## src/rtl/ext_bus_params.svh

```systemverilog
`ifndef EXT_BUS_PARAMS_SVH
`define EXT_BUS_PARAMS_SVH
`define ADDR_RESET      32'h0000_0000
`define DATA_RESET      32'h0000_0000
`define SIZE_LONG       2'h2
`define SIZE_WORD       2'h1
`define WORD_STEP       32'h0000_0002
`endif

```

## src/rtl/ext_bus_pkg.sv

```systemverilog
package ext_bus_pkg;
    typedef enum logic [2:0] {
        ST_IDLE     = 3'h0,
        ST_ADDR     = 3'h1,
        ST_WAIT_ACK = 3'h3,
        ST_ACK_DONE = 3'h2,
        ST_RELEASE  = 3'h6
    } bus_state_e;
endpackage : ext_bus_pkg

```

## src/rtl/ext_bus_master.sv

```systemverilog
`timescale 1ns/1ps
`include "ext_bus_params.svh"
// What this block does
// - In the wait state the acknowledge is sampled at each rising edge and whole wait cycles are added until it is seen.
// - With automatic acknowledge enabled the block makes the acknowledge itself.
// - After acknowledge the acknowledge is negated, by the peripheral or by the internal logic.
// - The chip select is negated on the falling clock edge inside the release state.
// - In the release state the address stops being driven, ending the cycle; RW_OUT has no enable and keeps its level.
// - Data drivers go to high impedance at the rising edge closing the release state, unless a write starts back to back.
// - The edge ending the release state may start the next access with no idle cycle.
// - Consecutive cycles run back to back whenever a request is pending.
// - A longword read to a 16-bit port without burst reads becomes two back-to-back word reads.
// - Any mix of reads and writes may run back to back.
// - Back-to-back starts are decided by the bus logic alone, with no software control.
module ext_bus_master (
    input  wire logic        CLK_IN,
    input  wire logic        RESET_N_IN,
    input  wire logic        REQ_VALID_IN,
    input  wire logic        REQ_WRITE_IN,
    input  wire logic [1:0]  REQ_SIZE_IN,
    input  wire logic [31:0] REQ_ADDR_IN,
    input  wire logic [31:0] REQ_WDATA_IN,
    input  wire logic        AUTO_ACK_EN_IN,
    input  wire logic        PORT_16BIT_IN,
    input  wire logic        BURST_READ_EN_IN,
    input  wire logic        TRANSFER_ACK_N_IN,
    input  wire logic [31:0] DATA_IN,
    output logic             REQ_READY_OUT,
    output logic             RESP_VALID_OUT,
    output logic [31:0]      RESP_RDATA_OUT,
    output logic             CHIP_SEL_N_OUT,
    output logic [31:0]      ADDR_OUT,
    output logic             ADDR_OE_N_OUT,
    output logic             RW_OUT,
    output logic [31:0]      DATA_OUT,
    output logic             DATA_OE_N_OUT
);
    // ------------------------------------------------------------
    // Input synchronisers
    // ------------------------------------------------------------
    logic ack_meta;
    logic ack_sync;
    logic [31:0] din_meta;
    logic [31:0] din_sync;
    always_ff @(posedge CLK_IN or negedge RESET_N_IN) begin
        if (!RESET_N_IN) begin
            ack_meta <= 1'b1;
            ack_sync <= 1'b1;
            din_meta <= `DATA_RESET;
            din_sync <= `DATA_RESET;
        end else begin
            ack_meta <= TRANSFER_ACK_N_IN;
            ack_sync <= ack_meta;
            din_meta <= DATA_IN;
            din_sync <= din_meta;
        end
    end

    // ------------------------------------------------------------
    // Cycle sequencer
    // ------------------------------------------------------------
    ext_bus_pkg::bus_state_e state;
    ext_bus_pkg::bus_state_e next_state;
    logic        second_half;
    logic        next_second_half;
    logic [31:0] addr;
    logic [31:0] next_addr;
    logic        rw_write;
    logic        next_rw_write;
    logic [31:0] wdata;
    logic [31:0] next_wdata;
    logic [31:0] rdata;
    logic [31:0] next_rdata;
    logic        resp_valid;
    logic        next_resp_valid;
    logic        ready;
    logic        next_ready;
    logic        cs_rise;
    logic        next_cs_rise;
    logic        drive;
    logic        next_drive;
    logic        ddrive;
    logic        next_ddrive;
    logic        ack_seen;
    logic        split;
    logic        in_tail;
    logic        next_in_tail;
    logic        wait_cycle;
    logic        next_wait_cycle;
    logic        addr_oe_n;
    logic        next_addr_oe_n;
    logic        rw_read;
    logic        next_rw_read;
    logic        data_oe_n;
    logic        next_data_oe_n;

    // Internal acknowledge answers in the second wait cycle, because read data
    // needs that long to pass the pin synchroniser; it is never held beyond
    // that state, so it is negated automatically afterwards.
    assign ack_seen = AUTO_ACK_EN_IN ? (state == ext_bus_pkg::ST_WAIT_ACK) && wait_cycle
                                     : !ack_sync;
    assign split = !REQ_WRITE_IN && (REQ_SIZE_IN == `SIZE_LONG)
                   && PORT_16BIT_IN && !BURST_READ_EN_IN;

    always_comb begin
        next_state       = state;
        next_second_half = second_half;
        next_addr        = addr;
        next_rw_write    = rw_write;
        next_wdata       = wdata;
        next_rdata       = rdata;
        next_resp_valid  = 1'b0;
        next_ready       = 1'b0;
        next_cs_rise     = 1'b0;
        next_drive       = drive;
        next_ddrive      = ddrive;
        next_in_tail     = in_tail;
        next_wait_cycle  = 1'b0;
        unique case (state)
            ext_bus_pkg::ST_IDLE: begin
                next_drive  = 1'b0;
                next_ddrive = 1'b0;
                if (REQ_VALID_IN) begin
                    next_state       = ext_bus_pkg::ST_ADDR;
                    next_addr        = REQ_ADDR_IN;
                    next_rw_write    = REQ_WRITE_IN;
                    next_wdata       = REQ_WDATA_IN;
                    next_second_half = split;
                    next_in_tail     = 1'b0;
                    next_ready       = 1'b1;
                    next_drive       = 1'b1;
                    next_ddrive      = REQ_WRITE_IN;
                end
            end
            ext_bus_pkg::ST_ADDR: begin
                next_state = ext_bus_pkg::ST_WAIT_ACK;
            end
            ext_bus_pkg::ST_WAIT_ACK: begin
                next_wait_cycle = !ack_seen;
                if (ack_seen) begin
                    next_state = ext_bus_pkg::ST_ACK_DONE;
                    if (!rw_write) begin
                        next_rdata = in_tail ? {din_sync[15:0], rdata[15:0]}
                                             : din_sync;
                    end
                end
            end
            ext_bus_pkg::ST_ACK_DONE: begin
                next_state   = ext_bus_pkg::ST_RELEASE;
                next_cs_rise = 1'b1;
                next_drive   = 1'b0;
            end
            ext_bus_pkg::ST_RELEASE: begin
                next_ddrive = 1'b0;
                if (second_half) begin
                    next_state       = ext_bus_pkg::ST_ADDR;
                    next_second_half = 1'b0;
                    next_in_tail     = 1'b1;
                    next_addr        = addr + `WORD_STEP;
                    next_drive       = 1'b1;
                end else begin
                    next_resp_valid = !rw_write;
                    if (REQ_VALID_IN) begin
                        next_state       = ext_bus_pkg::ST_ADDR;
                        next_addr        = REQ_ADDR_IN;
                        next_rw_write    = REQ_WRITE_IN;
                        next_wdata       = REQ_WDATA_IN;
                        next_second_half = split;
                        next_in_tail     = 1'b0;
                        next_ready       = 1'b1;
                        next_drive       = 1'b1;
                        next_ddrive      = REQ_WRITE_IN;
                    end else begin
                        next_state = ext_bus_pkg::ST_IDLE;
                    end
                end
            end
            default: next_state = ext_bus_pkg::ST_IDLE;
        endcase
        next_addr_oe_n = !next_drive;
        next_rw_read   = !next_rw_write;
        next_data_oe_n = !next_ddrive;
    end

    always_ff @(posedge CLK_IN or negedge RESET_N_IN) begin
        if (!RESET_N_IN) begin
            state       <= ext_bus_pkg::ST_IDLE;
            second_half <= 1'b0;
            addr        <= `ADDR_RESET;
            rw_write    <= 1'b0;
            wdata       <= `DATA_RESET;
            rdata       <= `DATA_RESET;
            resp_valid  <= 1'b0;
            ready       <= 1'b0;
            cs_rise     <= 1'b0;
            drive       <= 1'b0;
            ddrive      <= 1'b0;
            in_tail     <= 1'b0;
            wait_cycle  <= 1'b0;
            addr_oe_n   <= 1'b1;
            rw_read     <= 1'b1;
            data_oe_n   <= 1'b1;
        end else begin
            state       <= next_state;
            second_half <= next_second_half;
            addr        <= next_addr;
            rw_write    <= next_rw_write;
            wdata       <= next_wdata;
            rdata       <= next_rdata;
            resp_valid  <= next_resp_valid;
            ready       <= next_ready;
            cs_rise     <= next_cs_rise;
            drive       <= next_drive;
            ddrive      <= next_ddrive;
            in_tail     <= next_in_tail;
            wait_cycle  <= next_wait_cycle;
            addr_oe_n   <= next_addr_oe_n;
            rw_read     <= next_rw_read;
            data_oe_n   <= next_data_oe_n;
        end
    end

    // ------------------------------------------------------------
    // Chip select on the falling edge
    // ------------------------------------------------------------
    // A falling-edge flop lets the select drop half a cycle into the
    // release state, after the rising-edge address hold.
    logic cs_n;
    always_ff @(negedge CLK_IN or negedge RESET_N_IN) begin
        if (!RESET_N_IN) begin
            cs_n <= 1'b1;
        end else begin
            cs_n <= !(drive && !cs_rise) && !(state == ext_bus_pkg::ST_ADDR);
        end
    end

    assign REQ_READY_OUT  = ready;
    assign RESP_VALID_OUT = resp_valid;
    assign RESP_RDATA_OUT = rdata;
    assign CHIP_SEL_N_OUT = cs_n;
    assign ADDR_OUT       = addr;
    assign ADDR_OE_N_OUT  = addr_oe_n;
    assign RW_OUT         = rw_read;
    assign DATA_OUT       = wdata;
    assign DATA_OE_N_OUT  = data_oe_n;
endmodule : ext_bus_master

```

## config.mk

```make
export PLATFORM = sky130hd
export DESIGN_NAME = ext_bus_master
export DESIGN_NICKNAME = d
export VERILOG_FILES = /design/src/rtl/ext_bus_pkg.sv /design/src/rtl/ext_bus_master.sv
export VERILOG_INCLUDE_DIRS = /design/src /design/src/rtl
export SDC_FILE = /design/constraint.sdc
export NUM_CORES = 1
export LEC_CHECK = 0
export BUFFER_PORTS_ARGS = -buffer_cell sky130_fd_sc_hd__buf_2
export CAP_MARGIN = 20
export CORE_MARGIN = 1
export CORE_UTILIZATION = 47
export CTS_BUF_LIST = sky130_fd_sc_hd__clkbuf_4 sky130_fd_sc_hd__clkbuf_8
export DETAILED_ROUTE_END_ITERATION = 7
export GPL_ROUTABILITY_DRIVEN = 0
export PLACE_DENSITY_LB_ADDON = 0.08
export REMOVE_ABC_BUFFERS = 1
export SKIP_LAST_GASP = 1
export SLEW_MARGIN = 40
export SYNTH_ARGS = -nofsm -noshare
export SYNTH_HDL_FRONTEND = slang
export SYNTH_SLANG_ARGS = --single-unit
export TNS_END_PERCENT = 20
```

## constraint.sdc

```tcl
create_clock -name CLK_IN -period 5.16 [get_ports CLK_IN]
set_clock_uncertainty 0.15 [all_clocks]
set_input_delay 0.258 -clock CLK_IN [delete_from_list [all_inputs] [get_ports CLK_IN]]
set_output_delay 0.258 -clock CLK_IN [all_outputs]
set_load 0.05 [all_outputs]
```

* Word level (Yosys, flattened, before mapping)
Cells that the tools add are included.
** Cells by class
- Reduce and logical (&&, ||, !) cells :: 24
- Eq/ne operators :: 8
- Multiplexer cells :: 36
- Add/sub/neg operators :: 1
- Bitwise operators :: 2
** Operators by type and width (count)
- 32-bit two-way mux :: 5
- 32-bit one-hot mux with 2 select lines :: 2
- 32-bit by 2-bit adder with 32-bit output (second input constant) :: 1
- 1-bit two-way mux :: 20
- 3-bit one-hot mux with 5 select lines :: 1
- 1-bit zero test :: 11
- 1-bit one-hot mux with 2 select lines :: 5
- 3-bit by 2-bit == test with 1-bit output (second input constant) :: 2
- 1-bit logical AND :: 6
- 3-bit two-way mux :: 2
- 2-bit inequality test (second input constant) :: 3
- 2-bit AND reduction :: 3
- 4-bit AND reduction :: 1
- 3-bit by 1-bit == test with 1-bit output (second input constant) :: 1
- 3-bit == test (second input constant) :: 1
- 3-bit zero test :: 1
- 1-bit one-hot mux with 3 select lines :: 1
- 3-bit AND reduction :: 1
- 2-bit == test (second input constant) :: 1
- 1-bit inverter :: 2
- 2-bit nonzero test :: 1
** Word-level totals
- Register bits :: 178
- Input bits :: 106
- Word-level logic and storage cells :: 93

* Logic depth before layout (Yosys ltp)
Gate-level depths: netlist of run 1.
- Word-level depth :: 7
- Depth in mapped cells :: 9
- Depth with buffers taken out :: 6

==> impl_results.md, run 1 <==
* Status: finished, final reports clean
* WL/cell at ~16 um
* Clock slew seen by the registers of the worst setup and hold paths at 0.09 ns
* DR DRC count at 0
* Drt total wl at around 18 mm
* Critical path's largest stage delay at approximately 0.5 ns
* Slew HR at 0.517
* Die area at 15200 um^2
* First-pass GRT wire length at 27.4 mm
* MaxCap Viol Count at 0
* EDFF count, synth at 0
* CP max FO at 1
* CP Launch Type: register
* Slew @ Worst Pin at just over 0.7 ns
* Drt via density at 5.25
* Root Driver: clkbuf_8
* Num CTS Buffers at 17
* DP HPWL at approximately 11 mm
* Largest net degree at the start of global routing at 83
* Proportion of synthesized chip area in sequential cells at 0.645
* HP Class: input port to register
* Crit-path leading delay family: flip-flops
* Iter 0 DRT Violations at ~280
* Aggregate global-route resource usage at 0.238
* Worst Path Buf+Inv at 1
* Most frequent cells in the layout: buf_2 (206), dfrtp_1 (171), nand2_1 (123), dlygate4sd3_1 (96), nor2_1 (52)
* RSZ-0062 raised after global routing: no
* Flop2flop setup slack at between 1 and 1.5 ns
* Cell variety after synth at 57
* Clock Latency Late Sink at 0.45 ns
* Max VDD drop at about 0.0004 V
* Std cell rows at 43
* Crit-path cells: buf_2
* Setup Buffers After CTS at 0
* Clk sink count at between 150 and 200
* Vias in the first global route at between 5000 and 6000
* Slowest CP cell: dfstp_2
* Placed insts at roughly 1000
* Synthesized area at around 6900 um^2
* Final Max Tran Viols at 0
* Mapped Cells at about 620
* Pwr/cell area at 632 nW/um^2
* Drt pass-1 iters at 5
* Commonest non-fill, non-tap cell in the layout: buf_2
* Layout cell share with drive strength beyond 1 at 0.305
* Nets at around 1000
* Core ar. at ~14000 um^2
* Area grow syn2layout at 37.5%
* Share of the synthesized area in the top cell type at 0.623
* Yosys warns at 0
* Asr flop ratio synth at 1.00
* Total number of vias at between 5000 and 6000
* Gr ovfl total at 0
* H-tree levels at 4
* Fin util at 0.674
* WS Path Type: register to output port
* Sum of negative setup slack at 0 ns
* Starting Density at 0.490
* Leakage at ~4.4 nW
* Inserted Diodes at 0
* Port Buffers at between 200 and 250
* Hold Fails Final Rpt at 0
* CP required at between 4 and 5 ns
* Die width at 123 um
* WP data arrival at approximately 3.8 ns
* Post-synthesis register bit count at about 180
* Fill count at roughly 1100
* Final setup violation count at 0
* Num ports at about 210
* Area contributors post-synth: dfrtp_1 (62%), nand2_1 (6.7%), a21oi_1 (3.0%)
* Ys flop type: dfrtp_1
* Mean Syn Cell Area at ~11 um^2
* Largest area contributor in the netlist: dfrtp_1
* Worst setup EP type: output port
* Final cell count without fillers at between 1000 and 1500
* Die height at approximately 120 um
* Total power at between 6 and 7 mW
* Initial antenna violation count at 0
* CTS tree: yes
* Clock Path Buffers at 2
* Post-route ant nets at 0
metal layers:
layer  vias up  wire length, um  global-route usage
met5         -                0                   0
met4         0              431               0.107
met3        35             1150              0.0692
met2       230             8820               0.392
met1      2825             7150               0.288
li1       2745                -                   -
what timing repair did:
action | in CTS | in global routing
resized for setup | 0 | 0
setup endpoints to repair | 0 | 0
hold endpoints to repair | 131 | 0
hold buffers | 96 | 0
cell families after synthesis:
kind of cell,Yosys count,synth area share
multiplexers,35,0.0536
buffers and inverters,44,0.0266
AO/OA/AOI/OAI,103,0.0957
flip-flops,178,0.645
XOR/XNOR,2,0.00253
AND/OR/NAND/NOR,261,0.174
adder cells (fa/ha/maj),1,0.00181
flip-flops by register name, summed over array words and instances (netlist names), 3 cells and up:
register,count
ADDR_OUT,32
DATA_OUT,32
RESP_RDATA_OUT,32
din_meta,32
din_sync,32
state,3
worst min-delay path, stage by stage:
cell,delay [ns]
buf_2,0.07
nand3b_1,0.09
o21ai_0,0.08
a21oi_1,0.13
cell usage after synthesis, types with 2 or more instances:
cell type and count:
a211oi_1 2, a21o_1 3, a21oi_1 42, a221o_1 3
a22oi_1 2, a311oi_1 6, and2_1 2, and3_1 4
and4_1 4, buf_1 6, buf_2 4, clkbuf_1 21
clkbuf_2 2, dfrtp_1 172, dfstp_2 6, inv_1 9
mux2_2 16, mux2i_1 19, nand2_1 123, nand2b_1 2
nand3_1 19, nand3b_1 7, nand4_1 9, nor2_1 52
nor2b_1 4, nor3_1 18, nor3b_1 2, nor4_1 2
o211ai_1 4, o21a_1 2, o21ai_0 16, o221a_2 5
o22ai_1 7, o31ai_1 3, o32ai_1 2, or3_1 3
final cells by class:
| class | count | area (um^2) | area share |
|---|---|---|---|
| Inverter | 8 | 30.0 | 0.00316 |
| Clock buffer | 20 | 275 | 0.0290 |
| Sequential cell | 178 | 4460 | 0.470 |
| Tap cell | 180 | 225 | 0.0237 |
| Clock inverter | 13 | 148 | 0.0155 |
| Timing Repair Buffer | 311 | 2070 | 0.218 |
| Multi-Input combinational cell | 402 | 2290 | 0.241 |
path summary, 6_finish.rpt:
| path | start | endpoint | depth (start not counted) |
|---|---|---|---|
| min in group asynchronous | RESET_N_IN | din_sync[12] | 2 |
| setup / recovery | CHIP_SEL_N_OUT | CHIP_SEL_N_OUT | 1 |
| setup reg to reg | state[1] | CHIP_SEL_N_OUT | 2 |
| hold / removal | REQ_ADDR_IN[13] | ADDR_OUT[13] | 4 |
| max in group asynchronous | RESET_N_IN | CHIP_SEL_N_OUT | 2 |
| hold reg to reg | din_meta[6] | din_sync[6] | 0 |
where the power goes:
group	internal, mW	switching, mW
Sequential	1.84	0.387
Clock	0.481	0.505
Combinational	0.724	2.07
per-stage QoR:
step	cell area, um^2	setup slack, ns	hold WS [ns]
after floorplan	6760	1.52	-0.188
after global placement	8110	1.43	0.0105
after detailed placement	8120	1.43	0.0151
after CTS	9500	0.952	0.0313
after global routing	9500	0.924	0.0440
final	9500	0.977	0.0721
No activity file was read; power rests on OpenSTA's default activity.
==> run 2, diff against run 1 <==
==> constraint.sdc (replaced) <==
create_clock -name CLK_IN -period 4.1 [get_ports CLK_IN]
set_clock_uncertainty 0.15 [all_clocks]
set_input_delay 0.205 -clock CLK_IN [delete_from_list [all_inputs] [get_ports CLK_IN]]
set_output_delay 0.205 -clock CLK_IN [all_outputs]
set_load 0.05 [all_outputs]
==> impl_results.md, run 2 (same netlist as run 1, synthesis figures left out) <==
* Status: finished, final reports clean
* Root Driver: clkbuf_8
* Setup slack at placement at 0.938 ns (-0.492 ns)
* CP Launch Type: register
* Drt via density at 5.24 (-0.19%)
* Core ar. at 14100 um^2 (unchanged)
* Die area at 15200 um^2 (unchanged)
* Drt pass-1 iters at 4 (-1)
* CP max FO at 1 (unchanged)
* Aggregate global-route resource usage at 0.238 (+0.000793)
* Worst Path Buf+Inv at 1 (unchanged)
* Max VDD drop at 0.000487 V (+20%)
* DP HPWL at 11.4 mm (+0.34%)
* Layout cell share with drive strength beyond 1 at 0.304 (about the same)
* Clock Path Buffers at 2 (unchanged)
* Fill count at 1072 (-2.4%)
* Gr ovfl total at 0 (unchanged)
* Inserted Diodes at 0 (unchanged)
* Total power at 7.46 mW (+24%)
* CP required at 3.74 ns (-1.01 ns)
* Final setup violation count at 0 (unchanged)
* Initial antenna violation count at 0 (unchanged)
* WS Path Type: register to output port
* WP data arrival at 3.27 ns (-0.50 ns)
* Std cell rows at 43 (unchanged)
* Worst setup EP type: output port
* Leakage at 4.45 nW (+0.20%)
* WL/cell at 15.8 um (+0.29%)
* Setup Buffers After CTS at 0 (unchanged)
* DR DRC count at 0 (unchanged)
* Slowest CP cell: dfstp_2
* Hold Fails Final Rpt at 0 (unchanged)
* Post-route ant nets at 0 (unchanged)
* Die height at 123 um (unchanged)
* Final Max Tran Viols at 0 (unchanged)
* DR WL met3 at 1.20 mm (+3.9%)
* Drt total wl at 17.7 mm (+0.65%)
* Placed insts at 986 (+0.20%)
* Num ports at 208 (unchanged)
* Post-cts resize count at 0 (unchanged)
* Commonest non-fill, non-tap cell in the layout: buf_2
* Final cell count without fillers at 1116 (+0.36%)
* Crit-path leading delay family: flip-flops
* Clk sink count at 178 (unchanged)
* Starting Density at 0.490 (unchanged)
* Pwr/cell area at 787 nW/um^2 (+24%)
* Clock slew seen by the registers of the worst setup and hold paths at 0.09 ns (about the same)
* Num CTS Buffers at 17 (unchanged)
* Met1 WL at 7.12 mm (-0.42%)
* RSZ-0062 raised after global routing: no
* Slew HR at 0.492 (-0.0246)
* Area grow syn2layout at 37.1%
* Crit-path cells: buf_2
* MaxCap Viol Count at 0 (unchanged)
* Most frequent cells in the layout: buf_2 (206), dfrtp_1 (172), nand2_1 (123), dlygate4sd3_1 (98), nor2_1 (52)
* Flip-flop and latch area at 4460 um^2 (about the same)
* HP Class: input port to register
* CTS tree: yes
* Largest net degree at the start of global routing at 74 (-11%)
* Clock Latency Late Sink at 0.45 ns (about the same)
* Sum of negative setup slack at 0 ns (unchanged)
* Total number of vias at 5845 (+0.17%)
* Fin util at 0.672 (-0.00177)
* Slew @ Worst Pin at 0.761 ns (+0.0361 ns)
* Iter 0 DRT Violations at 275 (-2.8%)
* H-tree levels at 4 (unchanged)
* Critical path's largest stage delay at 0.51 ns (about the same)
* Multi-input logic area at 2290 um^2 (-0.27%)
* Die width at 123 um (unchanged)
* Port Buffers at 207 (unchanged)
* First-pass GRT wire length at 27.6 mm (+0.60%)
* Final WS setup at 0.479 ns (-0.498 ns)
* Nets at 1030 (+0.39%)
* Wire length on met2 at 8.92 mm (+1.1%)
* Top layer in use: met4
* Vias in the first global route at 5812 (+2.8%)
* Post-CTS Hold Fix Bufs at 98 (+2.1%)
[run 2: cell count changes in the layout (fill, tap and decap cells not counted), sizes merged]
| cell | delta |
|---|---|
| inv | +3 |
| buf | +2 |
| bufinv | -2 |
| clkinvlp | -2 |
| dlygate4sd3 | +2 |
| clkinv | +1 |
[run 2: routing by layer]
layer,global-route usage,vias up
met5,0,-
met4,0.105,0
met3,0.0641,39
met2,0.397,225
met1,0.290,2819
li1,-,2762
[run 2: where the power goes]
group	internal, mW	leakage [nW]	switching [mW]	total (mW)
Combinational	0.915	2.15	2.63	3.54
Sequential	2.31	2.10	0.479	2.79
Clock	0.482	0.204	0.642	1.12
[run 2: final cells by class]
type / count / share of cell area
clock buffer: 20 / 0.0290
multi-input combinational: 402 / 0.241
sequential: 178 / 0.471
inverter: 8 / 0.00317
timing repair buffer: 315 / 0.222
clock inverter: 13 / 0.0100
tap: 180 / 0.0238
[run 2: through the flow]
stage               hold WS [ns]  area [um^2]
floorplan                 -0.241         6760
finish                    0.0295         9480
detailed placement       -0.0100         8120
CTS                      0.00470         9470
global placement         -0.0194         8120
global route              0.0225         9480
[run 2: path summary, 6_finish.rpt]
check                                    start        endpoint  slack [ns]  cells after the start
worst max-delay path            CHIP_SEL_N_OUT  CHIP_SEL_N_OUT        0.48                      1
worst min-delay path            AUTO_ACK_EN_IN      wait_cycle        0.03                      3
worst max register to register        state[2]  CHIP_SEL_N_OUT        0.96                      2
worst min register to register    din_meta[23]    din_sync[23]        0.19                      0
max in group asynchronous           RESET_N_IN  CHIP_SEL_N_OUT        1.35                      2
min in group asynchronous           RESET_N_IN    din_meta[12]        0.07                      2
==> run 3, diff against run 2 <==
--- a/config.mk
+++ b/config.mk
@@ -13,7 +13,7 @@
 export CTS_BUF_LIST = sky130_fd_sc_hd__clkbuf_4 sky130_fd_sc_hd__clkbuf_8
 export DETAILED_ROUTE_END_ITERATION = 7
 export GPL_ROUTABILITY_DRIVEN = 0
-export PLACE_DENSITY_LB_ADDON = 0.08
+export PLACE_DENSITY_LB_ADDON = 0.2
 export REMOVE_ABC_BUFFERS = 1
 export SKIP_LAST_GASP = 1
 export SLEW_MARGIN = 40
==> impl_results.md, run 3 (same netlist as run 1, synthesis figures left out) <==
* Slowest CP cell: dfstp_2
* Post-cts resize count at 0 (unchanged)
* Iter 0 DRT Violations at 287 (+4.4%)
* Multi-input logic area at 2280 um^2 (-0.16%)
* Clock Path Buffers at 2 (unchanged)
* Most frequent cells in the layout: buf_2 (206), dfrtp_1 (172), nand2_1 (123), dlygate4sd3_1 (99), nor2_1 (52)
* First-pass GRT wire length at 28.6 mm (+3.6%)
* MaxCap Viol Count at 0 (unchanged)
* Met3 usage at 0.0756 (+0.0115)
* Critical path's largest stage delay at 0.51 ns (about the same)
* Post-DP Area at 8130 um^2 (about the same)
* CP Launch Type: register
* Nets at 1032 (+0.19%)
* Slew HR at 0.526 (+0.0338)
* CTS tree: yes
* Placed insts at 987 (+0.10%)
* Core ar. at 14100 um^2 (unchanged)
* Worst setup EP type: output port
* Final Cell Area at 9510 um^2 (+0.36%)
* Initial antenna violation count at 0 (unchanged)
* Aggregate global-route resource usage at 0.251 (+0.0128)
* Hold Fails Final Rpt at 0 (unchanged)
* Num ports at 208 (unchanged)
* Fill count at 1061 (-1.0%)
* Port Buffers at 207 (unchanged)
* HP Class: input port to register
* Die height at 123 um (unchanged)
* WS Path Type: register to output port
* Worst Path Buf+Inv at 1 (unchanged)
* Die width at 123 um (unchanged)
* Crit-path leading delay family: flip-flops
* Total number of vias at 5930 (+1.5%)
* Vias in the first global route at 5915 (+1.8%)
* Num CTS Buffers at 17 (unchanged)
* WL/cell at 16.2 um (+2.0%)
* Crit-path cells: buf_2
* DR DRC count at 0 (unchanged)
* RSZ-0062 raised after global routing: no
* Post-route ant nets at 0 (unchanged)
* Clock Latency Late Sink at 0.46 ns (about the same)
* GR Util met1 at 0.301 (+0.0114)
* M2 GR Usage at 0.414 (+0.0171)
* Final Max Tran Viols at 0 (unchanged)
* Final WS setup at 0.471 ns (-0.00749 ns)
* Flip-flop and latch area at 4460 um^2 (unchanged)
* Drt via density at 5.30 (+1.2%)
* Drt pass-1 iters at 7 (+3)
* Drt total wl at 18.1 mm (+2.3%)
* Clock slew seen by the registers of the worst setup and hold paths at 0.09 ns (about the same)
* Starting Density at 0.490 (unchanged)
* Final setup violation count at 0 (unchanged)
* CP max FO at 1 (unchanged)
* Max VDD drop at 0.000426 V (-12%)
* Slew @ Worst Pin at 0.705 ns (-0.0552 ns)
* DP HPWL at 11.3 mm (-0.87%)
* Layout cell share with drive strength beyond 1 at 0.303 (-0.00172)
* Pwr/cell area at 792 nW/um^2 (+0.68%)
* Final cell count without fillers at 1119 (+0.27%)
* Global routing's busiest layer: met2
* Largest net degree at the start of global routing at 83 (+12%)
* Sum of negative setup slack at 0 ns (unchanged)
* Area grow syn2layout at 37.6%
* Gr ovfl total at 0 (unchanged)
* Root Driver: clkbuf_8
* Die area at 15200 um^2 (unchanged)
* Setup slack at placement at 0.941 ns (+0.00207 ns)
* CP required at 3.74 ns (about the same)
* Std cell rows at 43 (unchanged)
* Leakage at 4.47 nW (+0.39%)
* Status: finished, final reports clean
* WP data arrival at 3.27 ns (about the same)
* Clk sink count at 178 (unchanged)
* H-tree levels at 4 (unchanged)
* Commonest non-fill, non-tap cell in the layout: buf_2
-- run 3: tightest hold or removal path, stage by stage --
cell and delay, ns:
buf_2 0.09, nand3b_1 0.15, o21ai_0 0.08, a21oi_1 0.07
-- run 3: layer usage --
metal / vias up / share of wire / wire length, um
met2: 257 / 0.50 / 9040
met4: 0 / 0.029 / 527
met5: - / 0 / 0
li1: 2763 / - / -
met1: 2859 / 0.40 / 7180
met3: 51 / 0.074 / 1330
-- run 3: final cells by class --
class / instances / area share
well taps: 180 / 0.0237
inverters: 8 / 0.00316
diodes: 1 / 0.000263
flip-flops and latches: 178 / 0.469
clock inverters: 14 / 0.0133
clock buffers: 19 / 0.0275
multi-input cells: 402 / 0.240
repair buffers: 317 / 0.223
-- run 3: final timing paths --
check | start | end | slack (ns) | cells past startpoint
max in group asynchronous | RESET_N_IN | CHIP_SEL_N_OUT | 1.39 | 2
setup / recovery | CHIP_SEL_N_OUT | CHIP_SEL_N_OUT | 0.47 | 1
setup reg to reg | state[1] | CHIP_SEL_N_OUT | 0.95 | 2
min in group asynchronous | RESET_N_IN | RESP_RDATA_OUT[10] | 0.04 | 2
hold reg to reg | din_meta[1] | din_sync[1] | 0.20 | 0
hold / removal | REQ_ADDR_IN[9] | ADDR_OUT[9] | 0.03 | 4
-- run 3: stage by stage --
| step | hold slack, ns | power, mW | utilization |
|---|---|---|---|
| floorplan | -0.241 | 5.32 | - |
| global placement | -0.0339 | 6.21 | 0.577 |
| detailed placement | -0.0262 | 6.29 | 0.577 |
| CTS | 0.0105 | 7.54 | 0.674 |
| global route | 0.0455 | 7.96 | 0.675 |
| finish | 0.0300 | 7.54 | 0.675 |
-- run 3: what timing repair did --
action,CTS,global route
buffers inserted,0,0
hold buffers,99,0
endpoints found under the setup margin,0,0
hold endpoints to repair,137,0
-- run 3: power by group --
part / leakage (nW) / switching, mW / total (mW) / internal, mW
Combinational: 2.16 / 2.63 / 3.55 / 0.921
Clock: 0.212 / 0.651 / 1.18 / 0.526
Sequential: 2.10 / 0.497 / 2.81 / 2.31
Total: 4.47 / 3.78 / 7.54 / 3.76
